--- src/core/pvic_defines.vh ---
// register offsets, field positions, reset values and codes of the interrupt controller
`ifndef PVIC_DEFINES_VH
`define PVIC_DEFINES_VH

// ----------------------------------------
// register byte offsets
// ----------------------------------------
`define PVIC_OFS_ENABLE_A  8'h00
`define PVIC_OFS_ENABLE_B  8'h04
`define PVIC_OFS_PENDING_A 8'h08
`define PVIC_OFS_PENDING_B 8'h0c
`define PVIC_OFS_MASK_A    8'h10
`define PVIC_OFS_MASK_B    8'h14
`define PVIC_OFS_SERVICE_A 8'h18
`define PVIC_OFS_SERVICE_B 8'h1c
`define PVIC_OFS_VECTOR    8'h20
`define PVIC_OFS_STATUS    8'h24

// ----------------------------------------
// fields and reset values
// ----------------------------------------
`define PVIC_VEC_SW_EOI    3
`define PVIC_VEC_BASE_HI   7
`define PVIC_VEC_BASE_LO   4
`define PVIC_VEC_RESET     8'h00
`define PVIC_BANK_RESET    8'h00
`define PVIC_NUM_CH        16
`define PVIC_RESP_OKAY     2'h0
`define PVIC_RESP_SLVERR   2'h2

`endif

--- src/core/pvic_top.v ---
// sixteen-channel prioritized vectored interrupt controller with axi4-lite registers
// How it works
// RL1: sixteen channels ranked by 4-bit code, 1111 highest, 0000 lowest.
// RL2: channel code forms low four vector bits, one fixed code per source.
// RL3: enable banks set by one, cleared by zero, and readable.
// RL4: disabled channel ignores events; disabling clears its pending bit.
// RL5: disabling leaves in-service bit alone until cleared normally.
// RL6: event on enabled channel sets its pending bit.
// RL7: acknowledged channel outputs its vector and its pending bit clears.
// RL8: pending banks are readable for polling.
// RL9: zero written to pending bit clears it; one written has no effect.
// RL10: mask zero blocks request, but pending still latches.
// RL11: clearing mask ends that request; irq drops if nothing else requests.
// RL12: re-setting mask resumes request unless higher priority blocks; masks readable.
// RL13: vector base bit selects eoi mode; automatic mode holds in-service bits reset.
// RL14: automatic mode: passing vector clears pending and nothing else is kept.
// RL15: software mode: passing vector sets in-service and clears pending.
// RL16: in-service channel blocks lower channels from request and acknowledge.
// RL17: repeat event on in-service channel latches pending but waits to request.
// RL18: in-service readable; zero clears, one leaves, software cannot set.
// RL19: vector is base bits 7..4 above channel code bits 3..0.
// RL20: acknowledge needs int_ack_n low, chain_in low, and an acknowledgeable channel.
// RL21: every part in a chain shares one int_ack_n.
// RL22: on int_ack_n fall freeze, prioritize, pass chain; winner vectors, holds chain_out.
// RL23: irq_out_n low when any channel is enabled, pending, unmasked and unblocked.
`timescale 1ns/100ps
`include "pvic_defines.vh"

module pvic_top (
	input  wire        aclk,
	input  wire        aresetn,
	input  wire [31:0] s_axi_awaddr,
	input  wire        s_axi_awvalid,
	output reg         s_axi_awready,
	input  wire [31:0] s_axi_wdata,
	input  wire [3:0]  s_axi_wstrb,
	input  wire        s_axi_wvalid,
	output reg         s_axi_wready,
	output reg  [1:0]  s_axi_bresp,
	output reg         s_axi_bvalid,
	input  wire        s_axi_bready,
	input  wire [31:0] s_axi_araddr,
	input  wire        s_axi_arvalid,
	output reg         s_axi_arready,
	output reg  [31:0] s_axi_rdata,
	output reg  [1:0]  s_axi_rresp,
	output reg         s_axi_rvalid,
	input  wire        s_axi_rready,
	input  wire [15:0] irq_event,
	input  wire        int_ack_n,
	input  wire        chain_in,
	output reg         irq_out_n,
	output reg         chain_out,
	output reg         transfer_ack_n,
	output reg  [7:0]  vec_out,
	output reg         vec_oe
);

// ----------------------------------------
// functions
// ----------------------------------------
// highest set bit index and a found flag, bit 15 is code 1111
function [4:0] top_bit;
	input [15:0] v;
	integer      i;
	begin
		top_bit = 5'h00;
		for (i = 0; i < 16; i = i + 1) begin
			if (v[i]) begin
				top_bit = {1'b1, i[3:0]};
			end
		end
	end
endfunction

// every channel at or below the highest in-service channel is blocked
function [15:0] blocked_by;
	input [15:0] svc;
	integer      i;
	reg          hit;
	begin
		hit        = 1'b0;
		blocked_by = 16'h0000;
		for (i = 15; i >= 0; i = i - 1) begin
			hit           = hit | svc[i];
			blocked_by[i] = hit;
		end
	end
endfunction

// ----------------------------------------
// acknowledge sequencer states
// ----------------------------------------
localparam [1:0] ST_IDLE = 2'h0;
localparam [1:0] ST_ARB  = 2'h1;
localparam [1:0] ST_HOLD = 2'h2;
localparam [1:0] ST_DONE = 2'h3;

// ----------------------------------------
// state
// ----------------------------------------
reg [15:0] enable_ff;
reg [15:0] pending_ff;
reg [15:0] mask_ff;
reg [15:0] service_ff;
reg [7:0]  vector_base_ff;
reg [15:0] nxt_enable;
reg [15:0] nxt_pending;
reg [15:0] nxt_mask;
reg [15:0] nxt_service;
reg [7:0]  nxt_vector_base;

reg [15:0] evt_meta_ff;
reg [15:0] evt_sync_ff;
reg [15:0] evt_prev_ff;
reg [1:0]  ack_meta_ff;
reg [1:0]  ack_sync_ff;

reg [1:0]  ack_state_ff;
reg [4:0]  win_ff;
reg [1:0]  nxt_ack_state;
reg [4:0]  nxt_win;

reg [31:0] aw_addr_ff;
reg        aw_have_ff;
reg [31:0] w_data_ff;
reg [3:0]  w_strb_ff;
reg        w_have_ff;

// ----------------------------------------
// pin synchronisers
// ----------------------------------------
// events are rising edges taken after two flops
// both link pins share one flop pair so they are judged on the same edge
always @(posedge aclk) begin
	if (!aresetn) begin
		evt_meta_ff <= 16'h0000;
		evt_sync_ff <= 16'h0000;
		evt_prev_ff <= 16'h0000;
		ack_meta_ff <= 2'h3;
		ack_sync_ff <= 2'h3;
	end else begin
		evt_meta_ff <= irq_event;
		evt_sync_ff <= evt_meta_ff;
		evt_prev_ff <= evt_sync_ff;
		ack_meta_ff <= {chain_in, int_ack_n};
		ack_sync_ff <= ack_meta_ff;
	end
end

wire [15:0] evt_edge = evt_sync_ff & ~evt_prev_ff;
wire        ack_low  = ~ack_sync_ff[0];
wire        chain_lo = ~ack_sync_ff[1];
wire        sw_eoi   = vector_base_ff[`PVIC_VEC_SW_EOI];
// software may clear the frozen winner before the chain arrives; then it must not answer
wire        win_live = win_ff[4] && pending_ff[win_ff[3:0]]; // RL20

// ----------------------------------------
// priority
// ----------------------------------------
wire [15:0] blk       = sw_eoi ? blocked_by(service_ff) : 16'h0000; // RL16
wire [15:0] ackable   = enable_ff & pending_ff & mask_ff & ~blk; // RL10 RL16 RL17
wire [4:0]  best      = top_bit(ackable); // RL1
wire        any_req   = |ackable; // RL11 RL12 RL23

// ----------------------------------------
// axi4-lite write path
// ----------------------------------------
wire        wr_go  = aw_have_ff && w_have_ff && !s_axi_bvalid;
wire [7:0]  wr_ofs = aw_addr_ff[7:0];
wire        wr_hit = (aw_addr_ff[31:8] == 24'h000000) && (wr_ofs <= `PVIC_OFS_STATUS) &&
	(wr_ofs[1:0] == 2'h0);
wire        wr_b0  = wr_go && w_strb_ff[0];

always @(posedge aclk) begin
	if (!aresetn) begin
		aw_addr_ff    <= 32'h00000000;
		aw_have_ff    <= 1'b0;
		w_data_ff     <= 32'h00000000;
		w_strb_ff     <= 4'h0;
		w_have_ff     <= 1'b0;
		s_axi_awready <= 1'b0;
		s_axi_wready  <= 1'b0;
		s_axi_bvalid  <= 1'b0;
		s_axi_bresp   <= `PVIC_RESP_OKAY;
	end else begin
		s_axi_awready <= !aw_have_ff && !s_axi_awready;
		s_axi_wready  <= !w_have_ff && !s_axi_wready;
		if (s_axi_awvalid && s_axi_awready) begin
			aw_addr_ff    <= s_axi_awaddr;
			aw_have_ff    <= 1'b1;
			s_axi_awready <= 1'b0;
		end
		if (s_axi_wvalid && s_axi_wready) begin
			w_data_ff    <= s_axi_wdata;
			w_strb_ff    <= s_axi_wstrb;
			w_have_ff    <= 1'b1;
			s_axi_wready <= 1'b0;
		end
		if (wr_go) begin
			aw_have_ff   <= 1'b0;
			w_have_ff    <= 1'b0;
			s_axi_bvalid <= 1'b1;
			s_axi_bresp  <= wr_hit ? `PVIC_RESP_OKAY : `PVIC_RESP_SLVERR;
		end else if (s_axi_bvalid && s_axi_bready) begin
			s_axi_bvalid <= 1'b0;
		end
	end
end

// ----------------------------------------
// channel registers
// ----------------------------------------
// events and vector passing act after software writes, so a new event beats a clear
always @* begin
	nxt_enable      = enable_ff;
	nxt_pending     = pending_ff;
	nxt_mask        = mask_ff;
	nxt_service     = service_ff;
	nxt_vector_base = vector_base_ff;
	if (wr_b0 && wr_hit) begin
		case (wr_ofs)
			`PVIC_OFS_ENABLE_A:  nxt_enable[7:0]   = w_data_ff[7:0]; // RL3 RL5
			`PVIC_OFS_ENABLE_B:  nxt_enable[15:8]  = w_data_ff[7:0]; // RL3 RL5
			`PVIC_OFS_PENDING_A: nxt_pending[7:0]  = pending_ff[7:0] & w_data_ff[7:0]; // RL9
			`PVIC_OFS_PENDING_B: nxt_pending[15:8] = pending_ff[15:8] & w_data_ff[7:0]; // RL9
			`PVIC_OFS_MASK_A:    nxt_mask[7:0]     = w_data_ff[7:0]; // RL10 RL11 RL12
			`PVIC_OFS_MASK_B:    nxt_mask[15:8]    = w_data_ff[7:0]; // RL10 RL11 RL12
			`PVIC_OFS_SERVICE_A: nxt_service[7:0]  = service_ff[7:0] & w_data_ff[7:0]; // RL18
			`PVIC_OFS_SERVICE_B: nxt_service[15:8] = service_ff[15:8] & w_data_ff[7:0]; // RL18
			`PVIC_OFS_VECTOR:    nxt_vector_base   = {w_data_ff[7:3], 3'h0}; // RL13 RL19
			default:             nxt_vector_base   = vector_base_ff;
		endcase
	end
	// vector passed on the frozen winner
	if (ack_state_ff == ST_ARB && win_live) begin
		nxt_pending[win_ff[3:0]] = 1'b0; // RL7 RL14 RL15
		if (sw_eoi) begin
			nxt_service[win_ff[3:0]] = 1'b1; // RL15
		end
	end
	nxt_pending = nxt_pending | (evt_edge & nxt_enable); // RL6 RL10 RL17
	nxt_pending = nxt_pending & nxt_enable; // RL4
	if (!nxt_vector_base[`PVIC_VEC_SW_EOI]) begin
		nxt_service = 16'h0000; // RL13 RL14
	end
end

always @(posedge aclk) begin
	if (!aresetn) begin
		enable_ff      <= {2{`PVIC_BANK_RESET}};
		pending_ff     <= {2{`PVIC_BANK_RESET}};
		mask_ff        <= {2{`PVIC_BANK_RESET}};
		service_ff     <= {2{`PVIC_BANK_RESET}};
		vector_base_ff <= `PVIC_VEC_RESET;
	end else begin
		enable_ff      <= nxt_enable;
		pending_ff     <= nxt_pending;
		mask_ff        <= nxt_mask;
		service_ff     <= nxt_service;
		vector_base_ff <= nxt_vector_base;
	end
end

// ----------------------------------------
// acknowledge sequencer
// ----------------------------------------
// one cycle freezes the winner so every chained part decides on the same snapshot
always @* begin
	nxt_ack_state = ack_state_ff;
	nxt_win       = win_ff;
	case (ack_state_ff)
		ST_IDLE: begin
			if (ack_low) begin
				nxt_win       = best; // RL22
				nxt_ack_state = ST_HOLD;
			end
		end
		ST_HOLD: begin
			if (!ack_low) begin
				nxt_ack_state = ST_IDLE;
			end else if (chain_lo) begin
				nxt_ack_state = ST_ARB; // RL20
			end
		end
		ST_ARB: begin
			nxt_ack_state = ST_DONE;
		end
		ST_DONE: begin
			if (!ack_low) begin
				nxt_ack_state = ST_IDLE; // RL22
			end
		end
		default: nxt_ack_state = ST_IDLE;
	endcase
end

always @(posedge aclk) begin
	if (!aresetn) begin
		ack_state_ff   <= ST_IDLE;
		win_ff         <= 5'h00;
		irq_out_n      <= 1'b1;
		chain_out      <= 1'b1;
		transfer_ack_n <= 1'b1;
		vec_out        <= 8'h00;
		vec_oe         <= 1'b0;
	end else begin
		ack_state_ff <= nxt_ack_state;
		win_ff       <= nxt_win;
		irq_out_n    <= ~any_req; // RL23
		if (ack_state_ff == ST_ARB) begin
			if (win_live) begin
				vec_out        <= {vector_base_ff[`PVIC_VEC_BASE_HI:`PVIC_VEC_BASE_LO],
					win_ff[3:0]}; // RL2 RL19
				vec_oe         <= 1'b1;
				transfer_ack_n <= 1'b0; // RL22
				chain_out      <= 1'b1;
			end else begin
				chain_out <= 1'b0; // RL22
			end
		end else if (nxt_ack_state == ST_IDLE) begin
			vec_oe         <= 1'b0;
			transfer_ack_n <= 1'b1;
			chain_out      <= 1'b1;
		end
	end
end

// ----------------------------------------
// axi4-lite read path
// ----------------------------------------
reg  [7:0] rd_byte;
wire [7:0] rd_ofs = s_axi_araddr[7:0];
wire       rd_hit = (s_axi_araddr[31:8] == 24'h000000) && (rd_ofs <= `PVIC_OFS_STATUS) &&
	(rd_ofs[1:0] == 2'h0);

always @* begin
	case (rd_ofs)
		`PVIC_OFS_ENABLE_A:  rd_byte = enable_ff[7:0]; // RL3
		`PVIC_OFS_ENABLE_B:  rd_byte = enable_ff[15:8];
		`PVIC_OFS_PENDING_A: rd_byte = pending_ff[7:0]; // RL8
		`PVIC_OFS_PENDING_B: rd_byte = pending_ff[15:8];
		`PVIC_OFS_MASK_A:    rd_byte = mask_ff[7:0]; // RL12
		`PVIC_OFS_MASK_B:    rd_byte = mask_ff[15:8];
		`PVIC_OFS_SERVICE_A: rd_byte = service_ff[7:0]; // RL18
		`PVIC_OFS_SERVICE_B: rd_byte = service_ff[15:8];
		`PVIC_OFS_VECTOR:    rd_byte = vector_base_ff;
		`PVIC_OFS_STATUS:    rd_byte = {2'h0, any_req, best};
		default:             rd_byte = 8'h00;
	endcase
end

always @(posedge aclk) begin
	if (!aresetn) begin
		s_axi_arready <= 1'b0;
		s_axi_rvalid  <= 1'b0;
		s_axi_rdata   <= 32'h00000000;
		s_axi_rresp   <= `PVIC_RESP_OKAY;
	end else begin
		s_axi_arready <= !s_axi_rvalid && !s_axi_arready;
		if (s_axi_arvalid && s_axi_arready) begin
			s_axi_arready <= 1'b0;
			s_axi_rvalid  <= 1'b1;
			s_axi_rdata   <= {24'h000000, rd_hit ? rd_byte : 8'h00};
			s_axi_rresp   <= rd_hit ? `PVIC_RESP_OKAY : `PVIC_RESP_SLVERR;
		end else if (s_axi_rvalid && s_axi_rready) begin
			s_axi_rvalid <= 1'b0;
		end
	end
end

endmodule

--- config.mk ---
export PLATFORM = sky130hd
export DESIGN_NAME = pvic_top
export DESIGN_NICKNAME = d
export VERILOG_FILES = /design/src/core/pvic_top.v
export VERILOG_INCLUDE_DIRS = /design/src /design/src/core
export SDC_FILE = /design/constraint.sdc
export NUM_CORES = 1
export LEC_CHECK = 0
export BUFFER_PORTS_ARGS = -buffer_cell sky130_fd_sc_hd__buf_2
export CORE_MARGIN = 5
export CORE_UTILIZATION = 54
export CTS_CLUSTER_SIZE = 16
export DETAILED_ROUTE_END_ITERATION = 16
export PLACE_DENSITY_LB_ADDON = 0.08
export SETUP_SLACK_MARGIN = 0.1
export SLEW_MARGIN = 10
export SYNTH_ARGS = -nofsm -noshare
export SYNTH_HDL_FRONTEND = slang
export SYNTH_SLANG_ARGS = --single-unit
--- constraint.sdc ---
create_clock -name aclk -period 6.3 [get_ports aclk]
set_input_delay 0.63 -clock aclk [delete_from_list [all_inputs] [get_ports aclk]]
set_output_delay 0.63 -clock aclk [all_outputs]
set_load 0.05 [all_outputs]
==> metrics.md, run 1 <==
| Metric | Value |
|---|---|
| Status | finished, final reports clean |
| FMAX | 287 MHz |
| Count of max-cap constraint violations | 0 |
| Avg WL per Cell | around 18 microns |
| Register area | 3960 sq um |
| Post-cts sizing count | 0 |
| # DRC | 0 |
| Element type at the critical path end | register |
| Area leader, netlist | dfxtp_1 |
| Top FF cell, synth | dfxtp_1 |
| Setup Viol. Count Final | 0 |
| Fraction of layout cells with a size suffix above 1 | 17.0% |
| Inserted Clock Buffers | 17 |
| Clk buf depth | 2 |
| #FFs+latches synth | 198 |
| HPWL after DPL | 15700 microns |
| Routability cong. | 0.945 |
| Most common cell after layout, fill and taps aside | dfxtp_1 |
| Synthesis-to-layout area growth | 14.3% |
| Final Hold Fails | 0 |
| RSZ-0062 raised after global routing | false |
| Syn Inst Count | roughly 940 |
| Min Tclk post-route | roughly 3500 ps |
| Worst hold path startpoint | int_ack_n |
| Crit-path max FO | 14 |
| Clk sinks | 198 |
| Clock Skew | 9.53 ps |
| Diodes inserted | 0 |
| Number of synthesized flops with an enable pin | 0 |
| Worst setup path category | reg -> reg |
| Startpoint types | register |
| Grt total ovfl | 0 |
| PD cells | 269 nW/um^2 |
| Leakage | roughly 3.9 nW |
| Worst hold stages | 2 |
| Fin nets | between 1000 and 1500 |
| PortBufs | 124 |
| Routed WL | about 22000 microns |
| Data required, critical path | approximately 6600 ps |
| Post-CTS Hold Buffers | 0 |
| Root buffer cell | clkbuf_16 |
| Vias in the first global route | 6500 |
| FFs w/ async S/R, synth | 0% |
| Total iterations of the first detailed-routing run | 6 |
| Period utilisation layout | 55.3% |
| Num rows | 45 |
| Flop2flop setup slack | 2810 ps |
| # IOs | roughly 180 |
| CTS clk-pin slew, worst paths | approximately 70 ps |
| Origin of the critical flop-to-flop path | win_ff[0]$_SDFFE_PN0P_ |
| Worst vdd ir | 0.198 mV |
| Postcts setup bufs | 0 |
| Slew Viols, Final | 0 |
| Width of the die | 134 microns |
| First-pass GRT wire length | between 30000 and 40000 microns |
| GRT Total Usage | 24.0% |
| Initial Util | 54.7% |
| Synth warn | 0 |
| Worst Hold Path EP | ack_meta_ff[0]$_SDFF_PN1_ |
| Mapped cell area | 8290 sq um |
| Largest net degree at the start of global routing | 102 |
| Crit path DAT | 3830 ps |
| TritonCTS clock tree | done |
| Initial antenna violation count | 0 |
| DRT antenna net count | 0 |
| Post-synth cell types | 63 |
| Filler instances | 1356 |
| Die area | approximately 18000 sq um |
| Post-synthesis sequential area ratio | ~48% |
| Relative slew slack | approximately a fifth |
| Terminus of the critical flop-to-flop path | pending_ff[14]$_SDFF_PN0_ |
| Die height | 134 microns |
| Slew @ Worst Pin | 1190 ps |
| Largest cells by area after synthesis | dfxtp_1 48%, nand2_1 6.7%, a21oi_1 4.8%, mux2i_1 4.3%, and2_1 4.2% |
| Syn avg cell area | 8.81 sq um |
| Setup TNS | 0 ps |
| Core area | between 15000 and 20000 sq um |
| Hold WC Path Type | in -> reg |
| Via Count | 7115 |
| Clk Latency, worst-skew pair | 430 ps |
| 1st-iter DRT viols | a little over 600 |
| Yosys top cell area share | 47.8% |
| R2R depth | 6 |
| H-tree Lvls | 4 |
| Min Hold Slack | 375 ps |
| Most frequent cells in the layout | 198 x dfxtp_1, 149 x nand2_1, 124 x buf_2 |
| Post-DR vias/cell | between 5 and 6 |
| Footprint of the multi-input gates | 3990 sq um |
[cell usage after synthesis, drive strengths merged, types with 6 or more instances]
master,number
a211oi,14
mux2i,36
o221ai,16
clkbuf,46
nor3,10
nand3,28
a32oi,7
o21ai,32
a21boi,6
and3,24
inv,9
nand2b,25
buf,36
nor4,19
a21oi,79
dfxtp,198
nand2,149
a22oi,17
nand4,9
nor2,51
and2,57
[layer usage]
metal,global-route usage [%],part of all wire (%),vias to the layer above
li1,-,-,3476
met1,31.7,43,3279
met2,38.5,46,311
met3,4.84,8.3,49
met4,9.89,3.0,0
met5,0,0,-
[logic make-up after synthesis]
family	after synthesis	share of synthesized area [%]
and+or+nand+nor	399	24.5
buffers and inverters	91	5.45
muxes	42	5.75
AOI/OAI and AO/OA	210	16.4
other	1	0.0452
DFF	198	47.8
[worst max path at each step]
stage / startpoint / endpoint / slack (ps) / cells past startpoint
after global placement: win_ff[0]$_SDFFE_PN0P_ / pending_ff[10]$_SDFF_PN0_ / 2930 / 6
after CTS: win_ff[0]$_SDFFE_PN0P_ / pending_ff[14]$_SDFF_PN0_ / 2830 / 6
after global routing: win_ff[0]$_SDFFE_PN0P_ / pending_ff[10]$_SDFF_PN0_ / 2630 / 6
final: win_ff[0]$_SDFFE_PN0P_ / pending_ff[14]$_SDFF_PN0_ / 2810 / 6
after detailed placement: win_ff[0]$_SDFFE_PN0P_ / pending_ff[14]$_SDFF_PN0_ / 2860 / 6
after floorplan: win_ff[0]$_SDFFE_PN0P_ / pending_ff[12]$_SDFF_PN0_ / 4160 / 7
[registers in the layout, summed over array words and instances, names as in the netlist, 2 cells and up]
name and cells:
ack_meta_ff 2, ack_state_ff 2, ack_sync_ff 2, aw_addr_ff 32, enable_ff 16, evt_meta_ff 16, evt_prev_ff 16, evt_sync_ff 16
mask_ff 16, pending_ff 16, s_axi_rdata 8, service_ff 16, vec_out 8, vector_base_ff 5, w_data_ff 8, win_ff 5
[where the power goes]
group | switching, mW | internal, mW | total [mW]
Clock | 0.507 | 0.563 | 1.07
Combinational | 0.116 | 0.0550 | 0.171
Sequential | 0.0273 | 1.28 | 1.31
[final cells by class]
type / instances / share of cell area [%]
inverter: 9 / 0.357
clock buffer: 17 / 4.49
timing repair buffer: 130 / 7.03
multi-input combinational: 677 / 42.1
tap: 188 / 2.48
sequential: 198 / 41.8
clock inverter: 15 / 1.74
[worst max-delay path, cell delays in order, from the launching register on]
cell and delay [ps]:
dfxtp_1 760, mux4_2 580, mux2i_1 370, a2bb2oi_1 950, or3_1 330, o221ai_1 150, a211oi_1 230
[through the flow]
stage                     setup WS (ps)  util [%]  power (mW)  instance area, sq um  cells
after global placement             2930      58.7        1.51                  8880   1202
after global routing               2630      62.6        2.64                  9470   1234
after floorplan                    4160         -        1.46                  8380    966
after CTS                          2830      62.6        2.57                  9470   1234
after detailed placement           2860      58.7        1.51                  8880   1202
final                              2810      62.6        2.55                  9470   1234
Note: power is estimated with default switching activity, not from simulation.
==> run 2, diff against run 1 <==
--- a/config.mk
+++ b/config.mk
@@ -6,9 +6,10 @@
 export SDC_FILE = /design/constraint.sdc
 export NUM_CORES = 1
 export LEC_CHECK = 0
+export ABC_AREA = 1
 export BUFFER_PORTS_ARGS = -buffer_cell sky130_fd_sc_hd__buf_2
 export CORE_MARGIN = 5
-export CORE_UTILIZATION = 54
+export CORE_UTILIZATION = 50
 export CTS_CLUSTER_SIZE = 16
 export DETAILED_ROUTE_END_ITERATION = 16
 export PLACE_DENSITY_LB_ADDON = 0.08
==> constraint.sdc (replaced) <==
create_clock -name aclk -period 3.2 [get_ports aclk]
set_input_delay 0.32 -clock aclk [delete_from_list [all_inputs] [get_ports aclk]]
set_output_delay 0.32 -clock aclk [all_outputs]
set_load 0.05 [all_outputs]
==> metrics.md, run 2 <==
| Metric | Value |
|---|---|
| Clk Latency, worst-skew pair | 450 ps (+20 ps) |
| Inserted Clock Buffers | 17 (unchanged) |
| Mapped cell area | 8640 sq um (+4.3%) |
| Top cells by count, synth | 222 x inv_1, 198 x dfxtp_1, 183 x nand2_1, 126 x o21ai_0, 97 x nor2_1 |
| Routability cong. | 1.05 (+11%) |
| H-tree Lvls | 4 (unchanged) |
| Final Hold Fails | 0 (unchanged) |
| Initial antenna violation count | 0 (unchanged) |
| Worst vdd ir | 0.522 mV (+160%) |
| Largest cells by area after synthesis | dfxtp_1 46%, inv_1 9.6%, nand2_1 7.9%, o21ai_0 7.3%, a21oi_1 4.5% |
| Crit path DAT | 3190 ps (-640 ps) |
| Most common cell after layout, fill and taps aside | inv_1 |
| Delay-heaviest family, CP | simple AND/OR/NAND/NOR gates |
| Setup ws final | 317 ps (-2500 ps) |
| Slew Viols, Final | 0 (unchanged) |
| Clock Skew | 12.9 ps (+3.34 ps) |
| Setup Viol. Count Final | 0 (unchanged) |
| PortBufs | 124 (unchanged) |
| Leakage | 4.33 nW (+12%) |
| # DRC | 0 (unchanged) |
| Vias in the first global route | 7656 (+18%) |
| First-pass GRT wire length | 41000 microns (+20%) |
| Number of synthesized flops with an enable pin | 0 (unchanged) |
| Critical path's largest stage delay | 420 ps (-530 ps) |
| DP Area | 9460 sq um (+6.4%) |
| #FFs+latches synth | 198 (unchanged) |
| Fin nets | 1422 (+23%) |
| Syn avg cell area | 7.39 sq um (-16%) |
| Setup TNS | 0 ps (unchanged) |
| Post-synthesis sequential area ratio | 45.9% (-2.0 points) |
| FFs w/ async S/R, synth | 0% (unchanged) |
| Syn Inst Count | 1170 (+24%) |
| Yosys top cell area share | 45.9% (-2.0 points) |
| Fraction of layout cells with a size suffix above 1 | 15.5% (-1.5 points) |
| PD cells | 519 nW/um^2 (+93%) |
| Min Hold Slack | 49.9 ps (-325 ps) |
| Final instance area | 10100 sq um (+6.4%) |
| Initial Util | 50.5% (-4.2 points) |
| Most flops, register | aw_addr_ff |
| HPWL after DPL | 20300 microns (+30%) |
| Data required, critical path | 3510 ps (-3130 ps) |
| Hold WC Path Type | in -> reg |
| Synthesis-to-layout area growth | 16.6% |
| CP Buf/Inv Count | 1 (+1) |
| Core area | 17100 sq um (+13%) |
| Total chip power | 5.23 mW (+110%) |
| RSZ-0062 raised after global routing | false |
| 1st-iter DRT viols | 768 (+25%) |
| TritonCTS clock tree | done |
| Min Tclk post-route | 2880 ps (-603 ps) |
| Top FF cell, synth | dfxtp_1 |
| Total iterations of the first detailed-routing run | 5 (-1) |
| Via Count | 8149 (+15%) |
| Relative slew slack | 51.6% (+31 points) |
| Crit-path max FO | 4 (-10) |
| CP dominant cell by count | nand2_1 |
| FMAX | 347 MHz (+21%) |
| GRT Total Usage | 26.4% (+2.4 points) |
| Count of max-cap constraint violations | 0 (unchanged) |
| Dpl ws | 365 ps (-2500 ps) |
| Post-DR vias/cell | 5.31 (-7.9%) |
| Area leader, netlist | dfxtp_1 |
| Grt total ovfl | 0 (unchanged) |
| CTS clk-pin slew, worst paths | 80 ps (about the same) |
| Largest net degree at the start of global routing | 57 (-44%) |
| Most frequent cell after synthesis | inv_1 |
| Most frequent cells in the layout | 222 x inv_1, 198 x dfxtp_1, 183 x nand2_1 |
| Synth warn | 0 (unchanged) |
| Post-synth cell types | 43 (-32%) |
| Die area | 20000 sq um (+12%) |
| Diodes inserted | 0 (unchanged) |
| Startpoint types | register |
| Max FFs per register | 32 (unchanged) |
| Routed WL | 26400 microns (+22%) |
| Avg WL per Cell | 17.2 microns (-2.2%) |
| Clk buf depth | 2 (unchanged) |
| Num rows | 48 (+6.7%) |
| Postcts setup bufs | 0 (unchanged) |
| Die height | 141 microns (+5.7%) |
| Width of the die | 141 microns (+5.7%) |
| Status | finished, final reports clean |
| DRT antenna net count | 0 (unchanged) |
| Element type at the critical path end | register |
| Slew @ Worst Pin | 724 ps (-466 ps) |
| # IOs | 178 (unchanged) |
| Crit-path cells | nor2_2 -> nand4_2 -> nor2_1 -> nand2_1 -> nor2_1 -> nor2_1 -> nor4_1 -> inv_1 -> nand2_1 -> nor4_1 -> nand2_1 -> nand2_1 -> o21ai_0 -> nor4_2 -> o221ai_1 -> nand2_1 -> a21oi_1 |
| Clk sinks | 198 (unchanged) |
| Period utilisation layout | 90.1% (+35 points) |
| Slowest library cell on the worst path | dfxtp_1 |
| Worst setup path category | reg -> reg |
| Root buffer cell | clkbuf_16 |
==> run 2: cell types whose count changed after synthesis, moves of 18 or more <==
cell / before / now
and2_1: 56 / 1
and3_1: 24 / 0
mux2i_1: 36 / 0
o22ai_1: 1 / 21
clkbuf_1: 45 / 27
nand2b_1: 25 / 0
nor2_1: 51 / 97
o21ai_0: 32 / 126
nand2_1: 149 / 183
inv_1: 9 / 222
==> run 2: cell families after synthesis <==
kind of cell | Yosys count | share of synthesized area (%)
simple gates | 383 | 19.4
compound gates | 296 | 20.2
buf+inv | 288 | 14.0
flops | 198 | 45.9
mux | 4 | 0.521
other cells | 1 | 0.0434
==> run 2: timing repair <==
item | CTS | global route
hold endpoints to repair | 0 | 0
setup endpoints to repair | 0 | 2
hold buffers | 0 | 0
gates resized for setup | 0 | 2
==> run 2: worst paths after layout <==
kind	start	depth (start not counted)	slack, ps	to
max	service_ff[15]$_SDFF_PN0_	17	320	s_axi_rdata[5]$_SDFFE_PN0P_
min	irq_event[7]	3	50	evt_meta_ff[7]$_SDFF_PN0_
max reg2reg	service_ff[15]$_SDFF_PN0_	17	320	s_axi_rdata[5]$_SDFFE_PN0P_
min reg2reg	evt_meta_ff[14]$_SDFF_PN0_	2	420	evt_sync_ff[14]$_SDFF_PN0_
==> run 2: worst register-to-register path, cell delays in order, from the launching register on <==
cell	delay [ps]
dfxtp_1	420
nor2_2	80
nand4_2	100
nor2_1	90
nand2_1	70
nor2_1	40
nor2_1	190
nor4_1	80
inv_1	90
nand2_1	70
nor4_1	340
nand2_1	210
nand2_1	150
o21ai_0	120
nor4_2	300
o221ai_1	250
nand2_1	110
a21oi_1	60
==> run 2: metrics by stage <==
stage                     utilization, %  instances
after global routing                58.9       1535
after CTS                           58.8       1535
after global placement              55.2       1503
final                               58.9       1535
after detailed placement            55.2       1503
after floorplan                        -       1195
==> run 2: cell type report <==
cell class,instances,area [sq um]
well taps,225,282
multi-input cells,709,3580
clock inverters,14,183
flip-flops and latches,198,3960
repair buffers,147,806
fillers,1686,7040
inverters,224,841
clock buffers,18,429
==> run 2: power breakdown <==
part           leakage, nW  internal, mW  switching, mW
clock network        0.296          1.08           1.13
logic                 2.42         0.129          0.307
registers             1.61          2.54         0.0473
total                 4.33          3.75           1.48
==> run 2: routing by layer <==
| metal | part of all wire, % | GRT usage, % |
|---|---|---|
| met2 | 45 | 41.9 |
| met4 | 2.8 | 8.64 |
| met3 | 7.5 | 5.70 |
| met5 | 0 | 0 |
| met1 | 45 | 36.1 |
